==> config.mk <==
export PLATFORM = sky130hd
export DESIGN_NAME = xbm_top
export DESIGN_NICKNAME = d
export VERILOG_FILES = /design/src/hdl/xbm_top.v
export VERILOG_INCLUDE_DIRS = /design/src /design/src/inc
export SDC_FILE = /design/constraint.sdc
export NUM_CORES = 1
export LEC_CHECK = 0
export BUFFER_PORTS_ARGS = -buffer_cell sky130_fd_sc_hd__buf_2
export CAP_MARGIN = 20
export CORE_MARGIN = 2
export CORE_UTILIZATION = 51
export DETAILED_ROUTE_END_ITERATION = 10
export GPL_ROUTABILITY_DRIVEN = 0
export PLACE_DENSITY_LB_ADDON = 0.2
export SYNTH_ARGS = -nofsm -noshare
export SYNTH_HDL_FRONTEND = slang
export SYNTH_SLANG_ARGS = --single-unit
==> constraint.sdc <==
create_clock -name i_sys_clk -period 2.8 [get_ports i_sys_clk]
set_input_delay 0.14 -clock i_sys_clk [delete_from_list [all_inputs] [get_ports i_sys_clk]]
set_output_delay 0.14 -clock i_sys_clk [all_outputs]
set_load 0.005 [all_outputs]
==> src/inc/xbm_map.vh <==
/*
 * constants for the expansion bus and memory decode block: register
 * offsets, field positions, reset values, address map and timing.
 * assumes it is included by bare name from the design file only.
 */
//
// Contract
// - bus has 8-bit data, 20 address, 6 irq, 3 dma
// - programmable wait states stretch bus cycles
// - bus clock from cpu clock, half duty
// - free-running video timebase; cards assume no sync
// - refresh strobe drives dack0 line
// - slot eight card-selected line left unsupported
// - i/o decode uses only ten low address bits
// - memory space is twenty bits, one megabyte
// - top 32k goes to boot prom socket
// - next 32k goes to read/write socket one
// - socket two in e segment, jumpered origin
// - c and d segments undecoded on board
// - video area reserved, bank three optional
// - three general regions to dram or bus
`ifndef XBM_MAP_VH
`define XBM_MAP_VH

// ----------------------------------------------------------------
// register word offsets (byte address = 4 x offset)
// ----------------------------------------------------------------
`define XBM_REG_CFG 2'h0
`define XBM_REG_WAIT 2'h1
`define XBM_REG_STAT 2'h2

// ----------------------------------------------------------------
// field positions
// ----------------------------------------------------------------
`define XBM_CFG_BANK_LSB 0
`define XBM_CFG_VIDEO_BIT 3
`define XBM_CFG_ORG_LSB 4
`define XBM_WAIT_MEM_LSB 0
`define XBM_WAIT_IO_LSB 4
`define XBM_STAT_REGION_LSB 0
`define XBM_STAT_REFR_LSB 8

// ----------------------------------------------------------------
// reset values
// ----------------------------------------------------------------
`define XBM_CFG_RST 6'h07
`define XBM_WAIT_RST 8'h33

// ----------------------------------------------------------------
// memory map, 20-bit addresses
// ----------------------------------------------------------------
`define XBM_BOOT_BASE 20'hf8000
`define XBM_SOCK1_BASE 20'hf0000
`define XBM_SOCK2_END 20'hf0000
`define XBM_ORG_0 20'he0000
`define XBM_ORG_1 20'he8000
`define XBM_ORG_2 20'hec000
`define XBM_ORG_3 20'hee000
`define XBM_FREE_BASE 20'hc0000
`define XBM_VIDEO_BASE 20'ha0000
`define XBM_BANK3_BASE 20'h80000
`define XBM_BANK2_BASE 20'h40000

// on-board i/o ports occupy the low system range
`define XBM_IO_ONBOARD_END 10'h100

// ----------------------------------------------------------------
// timing
// ----------------------------------------------------------------
`define XBM_SYS_CLK_HZ 10000000
`define XBM_OSC_HZ 14318180
`define XBM_NCO_BITS 24

`endif

==> src/hdl/xbm_top.v <==
/*
 * expansion bus interface and system address decoder: takes cpu
 * memory and i/o cycles, steers them to on-board selects or to the
 * expansion connector, brings out bus clocks, refresh and dma lines,
 * and holds its settings behind an avalon-mm slave.
 * assumes cpu signals are on i_sys_clk; connector inputs are not.
 */
// The register offsets and register access over Avalon-MM are this design's own decisions.
`timescale 1ns/1ns
`include "xbm_map.vh"

module xbm_top #(
   parameter MEM_BITS = 20,
   parameter IO_BITS = 16,
   parameter IRQ_NUM = 6,
   parameter DMA_NUM = 3
) (
   // clock and reset
   input wire i_sys_clk,
   input wire i_rst,
   // avalon-mm register slave
   input wire [1:0] i_avs_address,
   input wire i_avs_read,
   input wire i_avs_write,
   input wire [31:0] i_avs_writedata,
   output reg [31:0] o_avs_readdata,
   output reg o_avs_waitrequest,
   // cpu cycle request
   input wire [MEM_BITS-1:0] i_cpu_addr,
   input wire i_cpu_mem_rd,
   input wire i_cpu_mem_wr,
   input wire i_cpu_io_rd,
   input wire i_cpu_io_wr,
   input wire [7:0] i_cpu_wdata,
   output reg [7:0] o_cpu_rdata,
   output reg o_cpu_ready,
   // cpu refresh, dma and interrupt side
   input wire i_cpu_refresh,
   input wire [DMA_NUM-1:0] i_cpu_dack,
   output reg [DMA_NUM-1:0] o_cpu_drq,
   output reg [IRQ_NUM-1:0] o_cpu_irq,
   // on-board chip selects
   output reg o_boot_prom_socket_sel,
   output reg o_bytewide_socket_one_sel,
   output reg o_bytewide_socket_two_sel,
   output reg o_dram_bank_one_sel,
   output reg o_dram_bank_two_sel,
   output reg o_dram_bank_three_sel,
   output reg o_onboard_io_sel,
   // expansion connector
   output reg [MEM_BITS-1:0] o_xb_addr,
   input wire [7:0] i_xb_data,
   output reg [7:0] o_xb_data,
   output reg o_xb_data_oe,
   output reg o_xb_memr_n,
   output reg o_xb_memw_n,
   output reg o_xb_ior_n,
   output reg o_xb_iow_n,
   output reg o_xb_ale,
   input wire [IRQ_NUM-1:0] i_xb_irq,
   input wire [DMA_NUM-1:0] i_xb_drq,
   output reg [DMA_NUM:0] o_xb_dack_n,
   output reg o_xb_clock,
   output reg o_video_timebase_out
);

   // ----------------------------------------------------------------
   // region codes and cycle states
   // ----------------------------------------------------------------
   localparam [2:0] RG_BUS = 3'h0;
   localparam [2:0] RG_BOOT = 3'h1;
   localparam [2:0] RG_SOCK1 = 3'h2;
   localparam [2:0] RG_SOCK2 = 3'h3;
   localparam [2:0] RG_BANK1 = 3'h4;
   localparam [2:0] RG_BANK2 = 3'h5;
   localparam [2:0] RG_BANK3 = 3'h6;
   localparam [2:0] RG_IO = 3'h7;

   localparam [2:0] ST_IDLE = 3'b001;
   localparam [2:0] ST_WAIT = 3'b010;
   localparam [2:0] ST_DONE = 3'b100;

   // nco step giving the timebase average rate from the system clock
   localparam integer NCO_W = `XBM_NCO_BITS;
   localparam [63:0] NCO_FULL =
      ((64'd1 << NCO_W) * `XBM_OSC_HZ) / `XBM_SYS_CLK_HZ;
   localparam [NCO_W:0] NCO_STEP = NCO_FULL[NCO_W:0];

   // ----------------------------------------------------------------
   // decode functions
   // ----------------------------------------------------------------
   function [19:0] sock2_origin;
      input [1:0] sel;
      begin
         case (sel)
            2'h0: sock2_origin = `XBM_ORG_0;
            2'h1: sock2_origin = `XBM_ORG_1;
            2'h2: sock2_origin = `XBM_ORG_2;
            default: sock2_origin = `XBM_ORG_3;
         endcase
      end
   endfunction

   // jumpers: bank bit high keeps the region on board
   function [2:0] mem_region;
      input [19:0] a;
      input [2:0] bank_on;
      input video_bank3;
      input [1:0] org;
      begin
         if (a >= `XBM_BOOT_BASE)
            mem_region = RG_BOOT;
         else if (a >= `XBM_SOCK1_BASE)
            mem_region = RG_SOCK1;
         else if (a >= sock2_origin(org))
            mem_region = RG_SOCK2;
         else if (a >= `XBM_FREE_BASE)
            mem_region = RG_BUS;
         else if (a >= `XBM_VIDEO_BASE)
            mem_region = video_bank3 ? RG_BANK3 : RG_BUS;
         else if (a >= `XBM_BANK3_BASE)
            mem_region = bank_on[2] ? RG_BANK3 : RG_BUS;
         else if (a >= `XBM_BANK2_BASE)
            mem_region = bank_on[1] ? RG_BANK2 : RG_BUS;
         else
            mem_region = bank_on[0] ? RG_BANK1 : RG_BUS;
      end
   endfunction

   // ----------------------------------------------------------------
   // registers
   // ----------------------------------------------------------------
   reg [5:0] cfg_ff;
   reg [7:0] wait_ff;
   reg [2:0] last_region_ff;
   reg [7:0] refr_cnt_ff;
   reg avs_done_ff;
   wire avs_req = i_avs_read | i_avs_write;
   wire avs_take = avs_req & ~o_avs_waitrequest;
   // one wait cycle per access, then release for one cycle
   always @(posedge i_sys_clk) begin
      if (i_rst) begin
         o_avs_waitrequest <= 1'b1;
         avs_done_ff <= 1'b0;
         o_avs_readdata <= 32'h0;
         cfg_ff <= `XBM_CFG_RST;
         wait_ff <= `XBM_WAIT_RST;
      end else begin
         o_avs_waitrequest <= ~(avs_req & ~avs_done_ff);
         avs_done_ff <= avs_req & ~avs_done_ff;
         if (avs_req & ~avs_done_ff) begin
            case (i_avs_address)
               `XBM_REG_CFG: o_avs_readdata <= {26'h0, cfg_ff};
               `XBM_REG_WAIT: o_avs_readdata <= {24'h0, wait_ff};
               `XBM_REG_STAT: o_avs_readdata <=
                  {16'h0, refr_cnt_ff, 5'h0, last_region_ff};
               default: o_avs_readdata <= 32'h0;
            endcase
         end
         if (avs_take & i_avs_write) begin
            case (i_avs_address)
               `XBM_REG_CFG: cfg_ff <= i_avs_writedata[5:0];
               `XBM_REG_WAIT: wait_ff <= i_avs_writedata[7:0];
               default: ;
            endcase
         end
      end
   end

   wire [2:0] bank_on = cfg_ff[`XBM_CFG_BANK_LSB +: 3];
   wire video_bank3 = cfg_ff[`XBM_CFG_VIDEO_BIT];
   wire [1:0] sock2_org = cfg_ff[`XBM_CFG_ORG_LSB +: 2];
   wire [3:0] mem_ws = wait_ff[`XBM_WAIT_MEM_LSB +: 4];
   wire [3:0] io_ws = wait_ff[`XBM_WAIT_IO_LSB +: 4];

   // ----------------------------------------------------------------
   // cycle decode and sequencing
   // ----------------------------------------------------------------
   wire cpu_io = i_cpu_io_rd | i_cpu_io_wr;
   wire cpu_req = i_cpu_mem_rd | i_cpu_mem_wr | cpu_io;
   wire cpu_rd = i_cpu_mem_rd | i_cpu_io_rd;
   // upper i/o address bits never take part in port selection
   wire [9:0] io_port = i_cpu_addr[9:0];
   wire io_onboard = io_port < `XBM_IO_ONBOARD_END;
   reg [2:0] region;
   always @* begin
      if (cpu_io)
         region = io_onboard ? RG_IO : RG_BUS;
      else
         region = mem_region(i_cpu_addr, bank_on, video_bank3,
            sock2_org);
   end
   reg [2:0] state_ff;
   reg [3:0] ws_cnt_ff;
   reg [2:0] cyc_region_ff;
   reg cyc_rd_ff;
   always @(posedge i_sys_clk) begin
      if (i_rst) begin
         state_ff <= ST_IDLE;
         ws_cnt_ff <= 4'h0;
         cyc_region_ff <= RG_BUS;
         cyc_rd_ff <= 1'b0;
         last_region_ff <= RG_BUS;
         o_cpu_ready <= 1'b0;
         o_cpu_rdata <= 8'h0;
         o_xb_addr <= 20'h0;
         o_xb_data <= 8'h0;
         o_xb_data_oe <= 1'b0;
         o_xb_memr_n <= 1'b1;
         o_xb_memw_n <= 1'b1;
         o_xb_ior_n <= 1'b1;
         o_xb_iow_n <= 1'b1;
         o_xb_ale <= 1'b0;
         o_boot_prom_socket_sel <= 1'b0;
         o_bytewide_socket_one_sel <= 1'b0;
         o_bytewide_socket_two_sel <= 1'b0;
         o_dram_bank_one_sel <= 1'b0;
         o_dram_bank_two_sel <= 1'b0;
         o_dram_bank_three_sel <= 1'b0;
         o_onboard_io_sel <= 1'b0;
      end else begin
         o_cpu_ready <= 1'b0;
         o_xb_ale <= 1'b0;
         case (state_ff)
            ST_IDLE: begin
               if (cpu_req) begin
                  state_ff <= ST_WAIT;
                  cyc_region_ff <= region;
                  last_region_ff <= region;
                  cyc_rd_ff <= cpu_rd;
                  ws_cnt_ff <= cpu_io ? io_ws : mem_ws;
                  o_boot_prom_socket_sel <= region == RG_BOOT;
                  o_bytewide_socket_one_sel <= region == RG_SOCK1;
                  o_bytewide_socket_two_sel <= region == RG_SOCK2;
                  o_dram_bank_one_sel <= region == RG_BANK1;
                  o_dram_bank_two_sel <= region == RG_BANK2;
                  o_dram_bank_three_sel <= region == RG_BANK3;
                  o_onboard_io_sel <= region == RG_IO;
                  if (region == RG_BUS) begin
                     o_xb_addr <= i_cpu_addr;
                     o_xb_ale <= 1'b1;
                     o_xb_data <= i_cpu_wdata;
                     // buffer turns toward the cpu on reads
                     o_xb_data_oe <= ~cpu_rd;
                     o_xb_memr_n <= ~i_cpu_mem_rd;
                     o_xb_memw_n <= ~i_cpu_mem_wr;
                     o_xb_ior_n <= ~i_cpu_io_rd;
                     o_xb_iow_n <= ~i_cpu_io_wr;
                  end
               end
            end
            ST_WAIT: begin
               if (ws_cnt_ff == 4'h0) begin
                  state_ff <= ST_DONE;
                  o_cpu_ready <= 1'b1;
                  // bus read data taken on the last stretched cycle
                  if (cyc_region_ff == RG_BUS && cyc_rd_ff)
                     o_cpu_rdata <= i_xb_data;
               end else begin
                  ws_cnt_ff <= ws_cnt_ff - 4'h1;
               end
            end
            ST_DONE: begin
               // strobes drop here, cpu must lower its request
               state_ff <= ST_IDLE;
               o_xb_data_oe <= 1'b0;
               o_xb_memr_n <= 1'b1;
               o_xb_memw_n <= 1'b1;
               o_xb_ior_n <= 1'b1;
               o_xb_iow_n <= 1'b1;
               o_boot_prom_socket_sel <= 1'b0;
               o_bytewide_socket_one_sel <= 1'b0;
               o_bytewide_socket_two_sel <= 1'b0;
               o_dram_bank_one_sel <= 1'b0;
               o_dram_bank_two_sel <= 1'b0;
               o_dram_bank_three_sel <= 1'b0;
               o_onboard_io_sel <= 1'b0;
            end
            default: state_ff <= ST_IDLE;
         endcase
      end
   end

   // ----------------------------------------------------------------
   // connector inputs: two flops, data bus sampled only at cycle end
   // ----------------------------------------------------------------
   reg [IRQ_NUM-1:0] irq_s1_ff;
   reg [DMA_NUM-1:0] drq_s1_ff;
   always @(posedge i_sys_clk) begin
      if (i_rst) begin
         irq_s1_ff <= {IRQ_NUM{1'b0}};
         drq_s1_ff <= {DMA_NUM{1'b0}};
         o_cpu_irq <= {IRQ_NUM{1'b0}};
         o_cpu_drq <= {DMA_NUM{1'b0}};
      end else begin
         irq_s1_ff <= i_xb_irq;
         drq_s1_ff <= i_xb_drq;
         o_cpu_irq <= irq_s1_ff;
         o_cpu_drq <= drq_s1_ff;
      end
   end

   // ----------------------------------------------------------------
   // refresh and dack lines; no slot-eight card-selected port at all
   // ----------------------------------------------------------------
   reg refr_d_ff;
   always @(posedge i_sys_clk) begin
      if (i_rst) begin
         o_xb_dack_n <= {(DMA_NUM+1){1'b1}};
         refr_d_ff <= 1'b0;
         refr_cnt_ff <= 8'h0;
      end else begin
         // bursts pass straight through, no spacing enforced
         o_xb_dack_n <= ~{i_cpu_dack, i_cpu_refresh};
         refr_d_ff <= i_cpu_refresh;
         if (i_cpu_refresh & ~refr_d_ff)
            refr_cnt_ff <= refr_cnt_ff + 8'h1;
      end
   end

   // ----------------------------------------------------------------
   // bus clocks
   // ----------------------------------------------------------------
   reg [NCO_W-1:0] nco_ff;
   always @(posedge i_sys_clk) begin
      if (i_rst) begin
         o_xb_clock <= 1'b0;
         nco_ff <= {NCO_W{1'b0}};
         o_video_timebase_out <= 1'b0;
      end else begin
         // toggling every rising edge gives an even duty cycle
         o_xb_clock <= ~o_xb_clock;
         // free-running accumulator, never reset by bus activity
         nco_ff <= nco_ff + NCO_STEP[NCO_W-1:0];
         o_video_timebase_out <= nco_ff[NCO_W-1];
      end
   end

endmodule

==> results.md, run 1 <==
* Commonest cells in the netlist: 150 x dfxtp_1, 78 x nor2_1, 50 x a21oi_1, 34 x nor2b_1
* H-Tree Depth at 4
* Final instance area at 8120 um2
* Min-Delay Endpoint: refr_d_ff$_SDFF_PP0_
* Number of I/O port buffers at 148
* Iter 0 DRT Violations at 354
* Reg-to-reg critical path startpoint: cfg_ff[5]$_SDFFE_PP0P_
* Global route total overflow at 0
* CP top delay family: compound AO/OA/AOI/OAI gates
* Outcome: complete, no violations
* Setup crit start kind: flip-flop
* Worst Skew at 0.00815 ns
* Count of final hold-check violations at 0
* Final setup viols at 0
* Row count at 40
* CTS buffer count at 17
* Mapped Cells at 677
* Dpl cells at 961
* Slew headroom at 0.447
* Synth cell types at 67
* Final core occ at 0.673
* Diodes inserted at 0
* Chip width at 115 um
* CTS tree: yes
* WHS at 0.0166 ns
* Crit. End Element: flip-flop
* Largest net degree at the start of global routing at 68
* Root buffer cell: clkbuf_16
* Synth top area share at 0.476
* Worst-margin pin slew at 0.828 ns
* Synth Flop Type: dfxtp_1
* Leak pwr at 3.55 nW
* Hold path depth at 2
* R2r setup slk at 0.33 ns
* Peak VDD IR at 0.495 mV
* Vias after detailed routing at 5718
* Synth-to-layout area growth at 28.8%
* Fillcell total at 940
* Die area at 13300 um2
* Post-synth ARST share at 0
* HPWL after detailed placement at 10600 um
* Worst-path cell chain: nor2_1 -> ha_1 -> a211oi_1 -> o21ai_0 -> a32o_1 -> buf_4 -> o31ai_1 -> a21oi_1
* Critical path peak fanout at 16
* Area after DPL at 7080 um2
* Largest area contributor in the netlist: dfxtp_1
* Total track usage at 0.237
* Critical Path RT at 3.07 ns
* Fmax at 404 MHz
* Longest Clk Path Bufs at 2
* # DRC at 0
* Final setup margin at 0.326 ns
* Clk pin slew, worst setup/hold paths at 0.06 ns
* ANT nets after route at 0
* EDFF count, synth at 0
* Syn avg cell area at 9.31 um2
* Later-pin clock latency in the skew report at 0.41 ns
* Min-delay src: i_cpu_refresh
* Worst path bufs/invs at 1
* Largest cells by area after synthesis: dfxtp_1 48%, nor2_1 4.6%, a21oi_1 4.0%
* Post-synthesis register bit count at 150
* Worst setup path startpoint: cfg_ff[5]$_SDFFE_PP0P_
* Pre-CTS setup slack at 0.374 ns
* Tcrit/Tclk final at 0.883
* Drt via density at 5.49
* RSZ-0062 raised after global routing: false
* Share of cells above drive strength 1 at 0.233
* Clk sink count at 150
* Tot Pwr at 5.63 mW
* Post-CTS setup buffer count at 0
* Final Non-Filler Cells at 1042
* Starting density of the core at 0.523
* Max Cap Viol at 0
* Part of the Yosys area used for sequential elements at 0.476
* Initial antenna violation count at 0
* Die H at 115 um
* FF-to-FF End: o_xb_data[1]$_SDFFE_PP0P_
* Slowest cell delay on critical path at 0.47 ns
* Synth Warn # at 0
* I/O pins at 189
* Drt wl/cell at 15.1 um
* Max-slew violations at 0
* Hold Crit Class: input port to flip-flop
* Count leader, synth: dfxtp_1
* First-pass GRT wire length at 25400 um
* Final net count at 961
* Total Neg Setup Slack at 0 ns
* Core box area at 12100 um2
* Setup Crit Path Kind: flip-flop to flip-flop
* Routed WL at 15700 um
* TritonRoute pass-1 iters at 5
* Reg2reg path depth at 8
* Worst path arrival time at 2.74 ns
* Pwr/cell area at 693 nW/um2
* Synthesized area at 6300 um2
* Critical path's slowest cell: a32o_1
* Number of global-route vias before repair at 5515
* Final Critical Period at 2.47 ns
## worst reg2reg max path: cells and delay by family, from the launching register on
family,cells,cell delay [ns]
adders and majority gates,1,0.30
DFF,1,0.39
AOI/OAI and AO/OA,5,1.29
and+or+nand+nor,1,0.06
buffers and inverters,1,0.30
## per-layer routing
| layer | vias to the layer above | track usage | share of wire |
|---|---|---|---|
| met1 | 2717 | 0.296 | 0.44 |
| li1 | 2780 | - | - |
| met5 | - | 0 | 0 |
| met3 | 23 | 0.0654 | 0.054 |
| met2 | 198 | 0.401 | 0.49 |
| met4 | 0 | 0.0731 | 0.014 |
## flip-flops by register name, summed over array words and instances (netlist names), 3 cells and up
| signal | flops |
|---|---|
| nco_ff | 24 |
| o_xb_addr | 20 |
| o_avs_readdata | 16 |
| o_cpu_rdata | 8 |
| o_xb_data | 8 |
| refr_cnt_ff | 8 |
| wait_ff | 8 |
| cfg_ff | 6 |
| irq_s1_ff | 6 |
| o_cpu_irq | 6 |
| o_xb_dack_n | 4 |
| ws_cnt_ff | 4 |
| cyc_region_ff | 3 |
| drq_s1_ff | 3 |
| o_cpu_drq | 3 |
| state_ff | 3 |
## repair_timing
| action | CTS | global route |
|---|---|---|
| gates resized for setup | 0 | 0 |
| hold endpoints to repair | 56 | 1 |
| hold buffers | 51 | 1 |
## layout by cell type (no fill, tap or decap), types with 5 or more instances in the layout
master / n
a22o_1: 9
a211oi_1: 6
nor2_1: 78
buf_4: 14
nor3_1: 14
a31oi_1: 6
a311oi_1: 5
dfxtp_1: 150
ha_1: 6
clkbuf_1: 6
conb_1: 16
inv_1: 9
nand2_1: 31
and3_1: 6
mux2i_1: 24
xor2_1: 10
a211o_1: 7
xnor2_1: 12
o21ai_0: 12
nand3_1: 12
nand4_1: 30
nor2b_1: 34
a21oi_1: 50
nand2b_1: 6
buf_2: 147
o31ai_1: 31
dlygate4sd3_1: 52
clkbuf_16: 17
## worst max path at each step
stage	cells past startpoint	end	slack [ns]
global route	8	o_xb_data[5]$_SDFFE_PP0P_	0.06
detailed placement	7	o_bytewide_socket_two_sel$_SDFFE_PP0P_	0.37
finish	8	o_xb_data[1]$_SDFFE_PP0P_	0.33
floorplan	9	o_xb_addr[18]$_SDFFE_PP0P_	0.77
CTS	7	o_bytewide_socket_two_sel$_SDFFE_PP0P_	0.36
global placement	7	o_bytewide_socket_two_sel$_SDFFE_PP0P_	0.46
## where the power goes
part / internal, mW / leakage [nW] / switching [mW] / total, mW
logic: 0.492 / 2.07 / 0.576 / 1.07
registers: 2.36 / 1.23 / 0.183 / 2.54
clock network: 1.22 / 0.250 / 0.791 / 2.01
total: 4.08 / 3.55 / 1.55 / 5.63
## cell families (layout without fill, tap and decap cells)
logic type      count (synthesis)  count (layout)  synth area share
compound gates                156             156             0.174
xor+xnor                       22              22            0.0306
fa+ha+maj                       6               6            0.0119
buf+inv                        69             251            0.0584
flops                         150             150             0.476
mux                            27              27            0.0435
other cells                     1              16          0.000595
simple gates                  246             246             0.205
## layout make-up
type                    count  area, um2  area share
repair buffers            213       1360       0.168
clock inverters             5       52.6     0.00647
clock buffers              24        462      0.0569
flip-flops and latches    150       3000       0.370
well taps                 168        210      0.0259
multi-input cells         473       3000       0.369
inverters                   9       33.8     0.00416
Power figures use the tool's default switching activity.
==> run 2, diff against run 1 <==
--- a/config.mk
+++ b/config.mk
@@ -8,8 +8,10 @@
 export LEC_CHECK = 0
 export BUFFER_PORTS_ARGS = -buffer_cell sky130_fd_sc_hd__buf_2
 export CAP_MARGIN = 20
+export CELL_PAD_IN_SITES_DETAIL_PLACEMENT = 2
+export CELL_PAD_IN_SITES_GLOBAL_PLACEMENT = 2
 export CORE_MARGIN = 2
-export CORE_UTILIZATION = 51
+export CORE_UTILIZATION = 30
 export DETAILED_ROUTE_END_ITERATION = 10
 export GPL_ROUTABILITY_DRIVEN = 0
 export PLACE_DENSITY_LB_ADDON = 0.2
==> run 2 against run 1 <==
Against the previous run: via count increased by 1.3%; count of clock-buffer cells in the layout decreased by 5; first-iteration DRC count decreased by 65%; sequential share of layout area decreased by 0.81 points; cell area increased by 2.2%; cell count increased by 10%; sequential power about the same.
==> results.md, run 2 (synthesized netlist as in run 1, its figures left out) <==
* Outcome: complete, no violations
* Longest Clk Path Bufs at 2
* ANT nets after route at 0
* Most flops, register: nco_ff
* Number of global-route vias before repair at 6412
* TritonRoute pass-1 iters at 4
* Clk sink count at 150
* Routed WL at 20700 um
* Row count at 53
* Setup Crit Path Kind: input port to flip-flop
* Die H at 149 um
* Drt via density at 5.03
* RSZ-0062 raised after global routing: false
* Most frequent cells in the layout: 150 x dfxtp_1, 147 x buf_2, 78 x nor2_1, 50 x a21oi_1, 50 x dlygate4sd3_1
* Hold Crit Class: input port to flip-flop
* Diodes inserted at 0
* Iter 0 DRT Violations at 123
* Die area at 22200 um2
* Clk pin slew, worst setup/hold paths at 0.06 ns
* CTS tree: yes
* Worst-margin pin slew at 0.783 ns
* Slew headroom at 0.477
* Final Critical Period at 2.54 ns
* Worst path arrival time at 2.83 ns
* Critical path's slowest cell: dlygate4sd3_1
* Count of final hold-check violations at 0
* R2r setup slk at 0.35 ns
* Core box area at 20800 um2
* Vias after detailed routing at 5793
* Share of cells above drive strength 1 at 0.243
* FF-to-FF End: o_xb_data[1]$_SDFFE_PP0P_
* Worst-path cell chain: dlygate4sd3_1 -> buf_2 -> or2_1 -> o31a_1 -> o311ai_4 -> buf_4 -> o31ai_1 -> a21oi_1
* Commonest non-fill, non-tap cell in the layout: dfxtp_1
* Global route total overflow at 0
* Max Cap Viol at 0
* Pwr/cell area at 710 nW/um2
* Leak pwr at 3.57 nW
* Reg-to-reg critical path startpoint: cfg_ff[5]$_SDFFE_PP0P_
* Setup crit start kind: input port
* Fmax at 394 MHz
* Critical Path Sink: o_xb_data[1]$_SDFFE_PP0P_
* Number of flip-flops in the largest register at 24
* Critical Path RT at 3.09 ns
* Top flop regs: nco_ff x24, o_xb_addr x20, o_avs_readdata x16
* Reg2reg path depth at 8
* # DRC at 0
* Number of I/O port buffers at 148
* I/O pins at 189
* First-pass GRT wire length at 33500 um
* Final setup viols at 0
* Total track usage at 0.190
* WHS at 0.0142 ns
* Critical path peak fanout at 17
* H-Tree Depth at 4
* Root buffer cell: clkbuf_16
* Largest net degree at the start of global routing at 69
* Total Neg Setup Slack at 0 ns
* Chip width at 149 um
* HPWL after detailed placement at 14700 um
* Tot Pwr at 5.90 mW
* Worst setup path startpoint: i_cpu_io_rd
* Final core occ at 0.399
* Crit. End Element: flip-flop
* Max-slew violations at 0
* Drt wl/cell at 18.0 um
* Worst Skew at 0.0121 ns
* Final net count at 960
* Peak VDD IR at 0.403 mV
* CTS buffer count at 17
* Later-pin clock latency in the skew report at 0.43 ns
* Starting density of the core at 0.303
* Tcrit/Tclk final at 0.906
* Synth-to-layout area growth at 31.7%
* Slowest cell delay on critical path at 0.54 ns
* Initial antenna violation count at 0
## run 2: metrics by stage
| step | instances | setup slack [ns] | area [um2] |
|---|---|---|---|
| 2_1_floorplan | 692 | 0.768 | 6360 |
| 3_3_place_gp | 1067 | 0.325 | 7210 |
| 3_5_place_dp | 1067 | 0.214 | 7210 |
| 4_1_cts | 1149 | 0.179 | 8280 |
| 5_1_grt | 1151 | 0.142 | 8300 |
| 6_report | 1151 | 0.263 | 8300 |
## run 2: worst min-delay path by stage
stage,from,to,slack [ns],cells after the start
after floorplan,i_cpu_dack[0],o_xb_dack_n[1]$_SDFF_PP1_,0.21,1
after global placement,i_cpu_dack[2],o_xb_dack_n[3]$_SDFF_PP1_,0.31,2
after detailed placement,i_cpu_dack[2],o_xb_dack_n[3]$_SDFF_PP1_,0.32,2
after CTS,i_cpu_addr[8],o_xb_addr[8]$_SDFFE_PP0P_,0.004,3
after global routing,i_cpu_addr[8],o_xb_addr[8]$_SDFFE_PP0P_,0.01,3
final,i_cpu_addr[9],o_xb_addr[9]$_SDFFE_PP0P_,0.01,3
## run 2: power breakdown
part | switching (mW) | internal, mW | total (mW)
logic | 0.625 | 0.492 | 1.12
registers | 0.189 | 2.36 | 2.55
clock network | 0.980 | 1.25 | 2.23
total | 1.79 | 4.10 | 5.90
## run 2: cell type report
type	instances	area, um2
Timing Repair Buffer	212	1350
Tap cell	275	344
Clock buffer	19	433
Multi-Input combinational cell	473	3000
Clock inverter	13	140
Sequential cell	150	3000
Inverter	9	33.8
Fill cell	2319	12500
## run 2: what timing repair did
| item | 4_1_cts | 5_1_grt |
|---|---|---|
| hold buffers | 50 | 0 |
| buffers inserted | 0 | 2 |
| resized for setup | 0 | 1 |
| endpoints found under the hold margin | 54 | 0 |
| setup endpoints to repair | 0 | 9 |
## run 2: layer usage
metal | GRT usage | vias to the layer above | wire length, um
li1 | - | 2775 | -
met1 | 0.222 | 2875 | 9050
met2 | 0.349 | 126 | 10700
met3 | 0.0349 | 17 | 740
met4 | 0.0586 | 0 | 258
met5 | 0 | - | 0
## run 2: critical path: cells and delay by family
family	cells	cell delay (ns)
AO/OA/AOI/OAI	4	1.22
buffers and inverters	3	1.01
AND/OR/NAND/NOR	1	0.44
==> run 3, diff against run 2 <==
--- a/config.mk
+++ b/config.mk
@@ -6,14 +6,16 @@
 export SDC_FILE = /design/constraint.sdc
 export NUM_CORES = 1
 export LEC_CHECK = 0
+export ABC_AREA = 1
 export BUFFER_PORTS_ARGS = -buffer_cell sky130_fd_sc_hd__buf_2
 export CAP_MARGIN = 20
 export CELL_PAD_IN_SITES_DETAIL_PLACEMENT = 2
 export CELL_PAD_IN_SITES_GLOBAL_PLACEMENT = 2
 export CORE_MARGIN = 2
-export CORE_UTILIZATION = 30
+export CORE_UTILIZATION = 28
 export DETAILED_ROUTE_END_ITERATION = 10
 export GPL_ROUTABILITY_DRIVEN = 0
+export GPL_TIMING_DRIVEN = 0
 export PLACE_DENSITY_LB_ADDON = 0.2
 export SYNTH_ARGS = -nofsm -noshare
 export SYNTH_HDL_FRONTEND = slang
==> run 3 against run 2 <==
Against the previous run: cell area grew 1.5%; worst setup slack gained 0.091 ns; cell count grew 16%; non-clock buffer count grew 16; area after synthesis is essentially flat; sequential share of layout area shrank 0.53 points; wire length grew 5.6%; critical path depth grew 7; via count grew 9.9%; power grew 6.4%; core utilization shrank 1.5 points; highest routed layer is now met5.
==> results.md, run 3 <==
* Outcome: complete, no violations
* Min-delay src: i_cpu_addr[5]
* Synth cell types at 40
* Fillcell total at 2641
* Count of final hold-check violations at 0
* Die H at 154 um
* Vias after detailed routing at 6368
* Most flops, register: nco_ff
* Max Cap Viol at 0
* Final net count at 1143
* Commonest cells in the netlist: 150 x dfxtp_1, 138 x nand2_1, 104 x nor2_1, 95 x inv_1, 91 x a21oi_1
* Final setup margin at 0.353 ns
* Worst Skew at 0.00908 ns
* Largest cells by area after synthesis: dfxtp_1 48%, nand2_1 8.2%, a21oi_1 7.2%
* Post-synthesis register bit count at 150
* Multi-input gate area at 2680 um2
* Global route total overflow at 0
* Max-slew violations at 0
* Final Non-Filler Cells at 1339
* CTS tree: yes
* Diodes inserted at 0
* HPWL after detailed placement at 15800 um
* Critical path peak fanout at 10
* Total Neg Setup Slack at 0 ns
* Net Switching at 1.96 mW
* Drt via density at 4.76
* Share of cells above drive strength 1 at 0.217
* Row count at 54
* First-pass GRT wire length at 35700 um
* PostCTS Resize Cnt at 0
* Synth-to-layout area growth at 33.7%
* Worst path arrival time at 2.79 ns
* Longest Clk Path Bufs at 2
* Pre-CTS setup slack at 0.392 ns
* Clk pin slew, worst setup/hold paths at 0.07 ns
* H-Tree Depth at 4
* Setup crit start kind: flip-flop
* Final core occ at 0.384
* Initial antenna violation count at 1
* Sw frac at 0.313
* Part of the power in the clock network at 0.399
* Count leader, synth: dfxtp_1
* Number of global-route vias before repair at 6809
* Synthesized area at 6300 um2
* ANT nets after route at 0
* Routed WL at 21900 um
* Iter 0 DRT Violations at 174
* Core box area at 22000 um2
* Synth Warn # at 0
* Commonest non-fill, non-tap cell in the layout: buf_2
* Number of I/O port buffers at 148
* Final Critical Period at 2.45 ns
* Crit. End Element: flip-flop
* Total track usage at 0.188
* Fmax at 409 MHz
* Largest net degree at the start of global routing at 17
* Flop pwr share at 0.401
* Chip width at 154 um
* Syn avg cell area at 7.59 um2
* Worst-margin pin slew at 0.804 ns
* Most frequent cells in the layout: 151 x buf_2, 150 x dfxtp_1, 138 x nand2_1, 104 x nor2_1, 95 x inv_1
* # DRC at 0
* Dpl cells at 1273
* Hold Crit Class: input port to flip-flop
* Largest area contributor in the netlist: dfxtp_1
* Peak VDD IR at 0.415 mV
* Synth top area share at 0.477
* Final setup viols at 0
* Internal power at 4.31 mW
* Die area at 23700 um2
* Synth Flop Type: dfxtp_1
* Slew headroom at 0.464
* CTS Hold Bufs at 34
* Part of the Yosys area used for sequential elements at 0.477
* Register area at 3000 um2
* Worst setup path startpoint: cfg_ff[5]$_SDFFE_PP0P_
* Drt wl/cell at 16.3 um
* Root buffer cell: clkbuf_16
* Later-pin clock latency in the skew report at 0.42 ns
* Tot Pwr at 6.27 mW
* EDFF count, synth at 0
* I/O pins at 189
* Number of flip-flops in the largest register at 24
* Reg-to-reg critical path startpoint: cfg_ff[5]$_SDFFE_PP0P_
* TritonRoute pass-1 iters at 4
* Post-CTS setup buffer count at 0
* RSZ-0062 raised after global routing: false
* Post-synth ARST share at 0
* Mapped Cells at 830
* Critical Path RT at 3.15 ns
* Setup Crit Path Kind: flip-flop to flip-flop
* Clk sink count at 150
* Comb pwr share at 0.200
* CTS buffer count at 17
* Top flop regs: nco_ff x24, o_xb_addr x20, o_avs_readdata x16
* Pwr/cell area at 744 nW/um2
* Leak pwr at 3.91 nW
* Tcrit/Tclk final at 0.874
* Starting density of the core at 0.287
-- run 3: stage by stage --
step / cell area [um2] / hold WS, ns
after detailed placement: 7450 / 0.311
final: 8420 / 0.0122
after global routing: 8420 / 0.0174
after CTS: 8420 / 0.00318
after global placement: 7450 / 0.308
after floorplan: 6350 / 0.210
-- run 3: layer usage --
layer  vias up  global-route usage  wire [um]
met5         -                   0         12
met2       124               0.330      10700
met1      3092               0.237      10000
met3        14              0.0428        994
li1       3136                   -          -
met4         2              0.0365        143
-- run 3: cell families after synthesis --
family / after synthesis / share of synthesized area
fa+ha+maj: 6 / 0.0119
other cells: 1 / 0.000595
buf+inv: 145 / 0.106
flops: 150 / 0.477
xor+xnor: 1 / 0.00139
simple gates: 367 / 0.266
compound gates: 160 / 0.137
-- run 3: worst max-delay path: stages (launching register included) --
cell and delay [ns]:
dfxtp_1 0.42, inv_1 0.10, ha_1 0.29, nand2_1 0.08
inv_1 0.05, nand2_1 0.08, nor2_1 0.05, nand3_1 0.09
nand3_1 0.09, nand2_1 0.07, nand2_1 0.10, nand2_1 0.14
buf_2 0.25, buf_2 0.27, nand4_1 0.13, a21oi_1 0.16
-- run 3: power by group through the flow --
| stage | registers, mW | clock network (mW) | logic (mW) |
|---|---|---|---|
| final | 2.52 | 2.50 | 1.25 |
| after CTS | 2.52 | 2.56 | 1.27 |
| after detailed placement | 2.56 | 0 | 1.22 |
| after floorplan | 2.53 | 0 | 0.783 |
| after global routing | 2.55 | 2.66 | 1.42 |
| after global placement | 2.56 | 0 | 1.19 |
-- run 3: path summary, 6_finish.rpt --
check                                to  slack (ns)  cells past startpoint
min reg2reg     o_cpu_irq[0]$_SDFF_PP0_        0.41                      2
max          o_xb_addr[15]$_SDFFE_PP0P_        0.35                     15
min           o_xb_addr[5]$_SDFFE_PP0P_        0.01                      3
max reg2reg  o_xb_addr[15]$_SDFFE_PP0P_        0.35                     15
-- run 3: area by class of cell --
class,count,area share
sequential,150,0.357
multi-input combinational,550,0.319
timing repair buffer,182,0.128
clock buffer,17,0.0505
inverter,99,0.0441
tap,280,0.0416
buffer,46,0.0352
clock inverter,15,0.0251
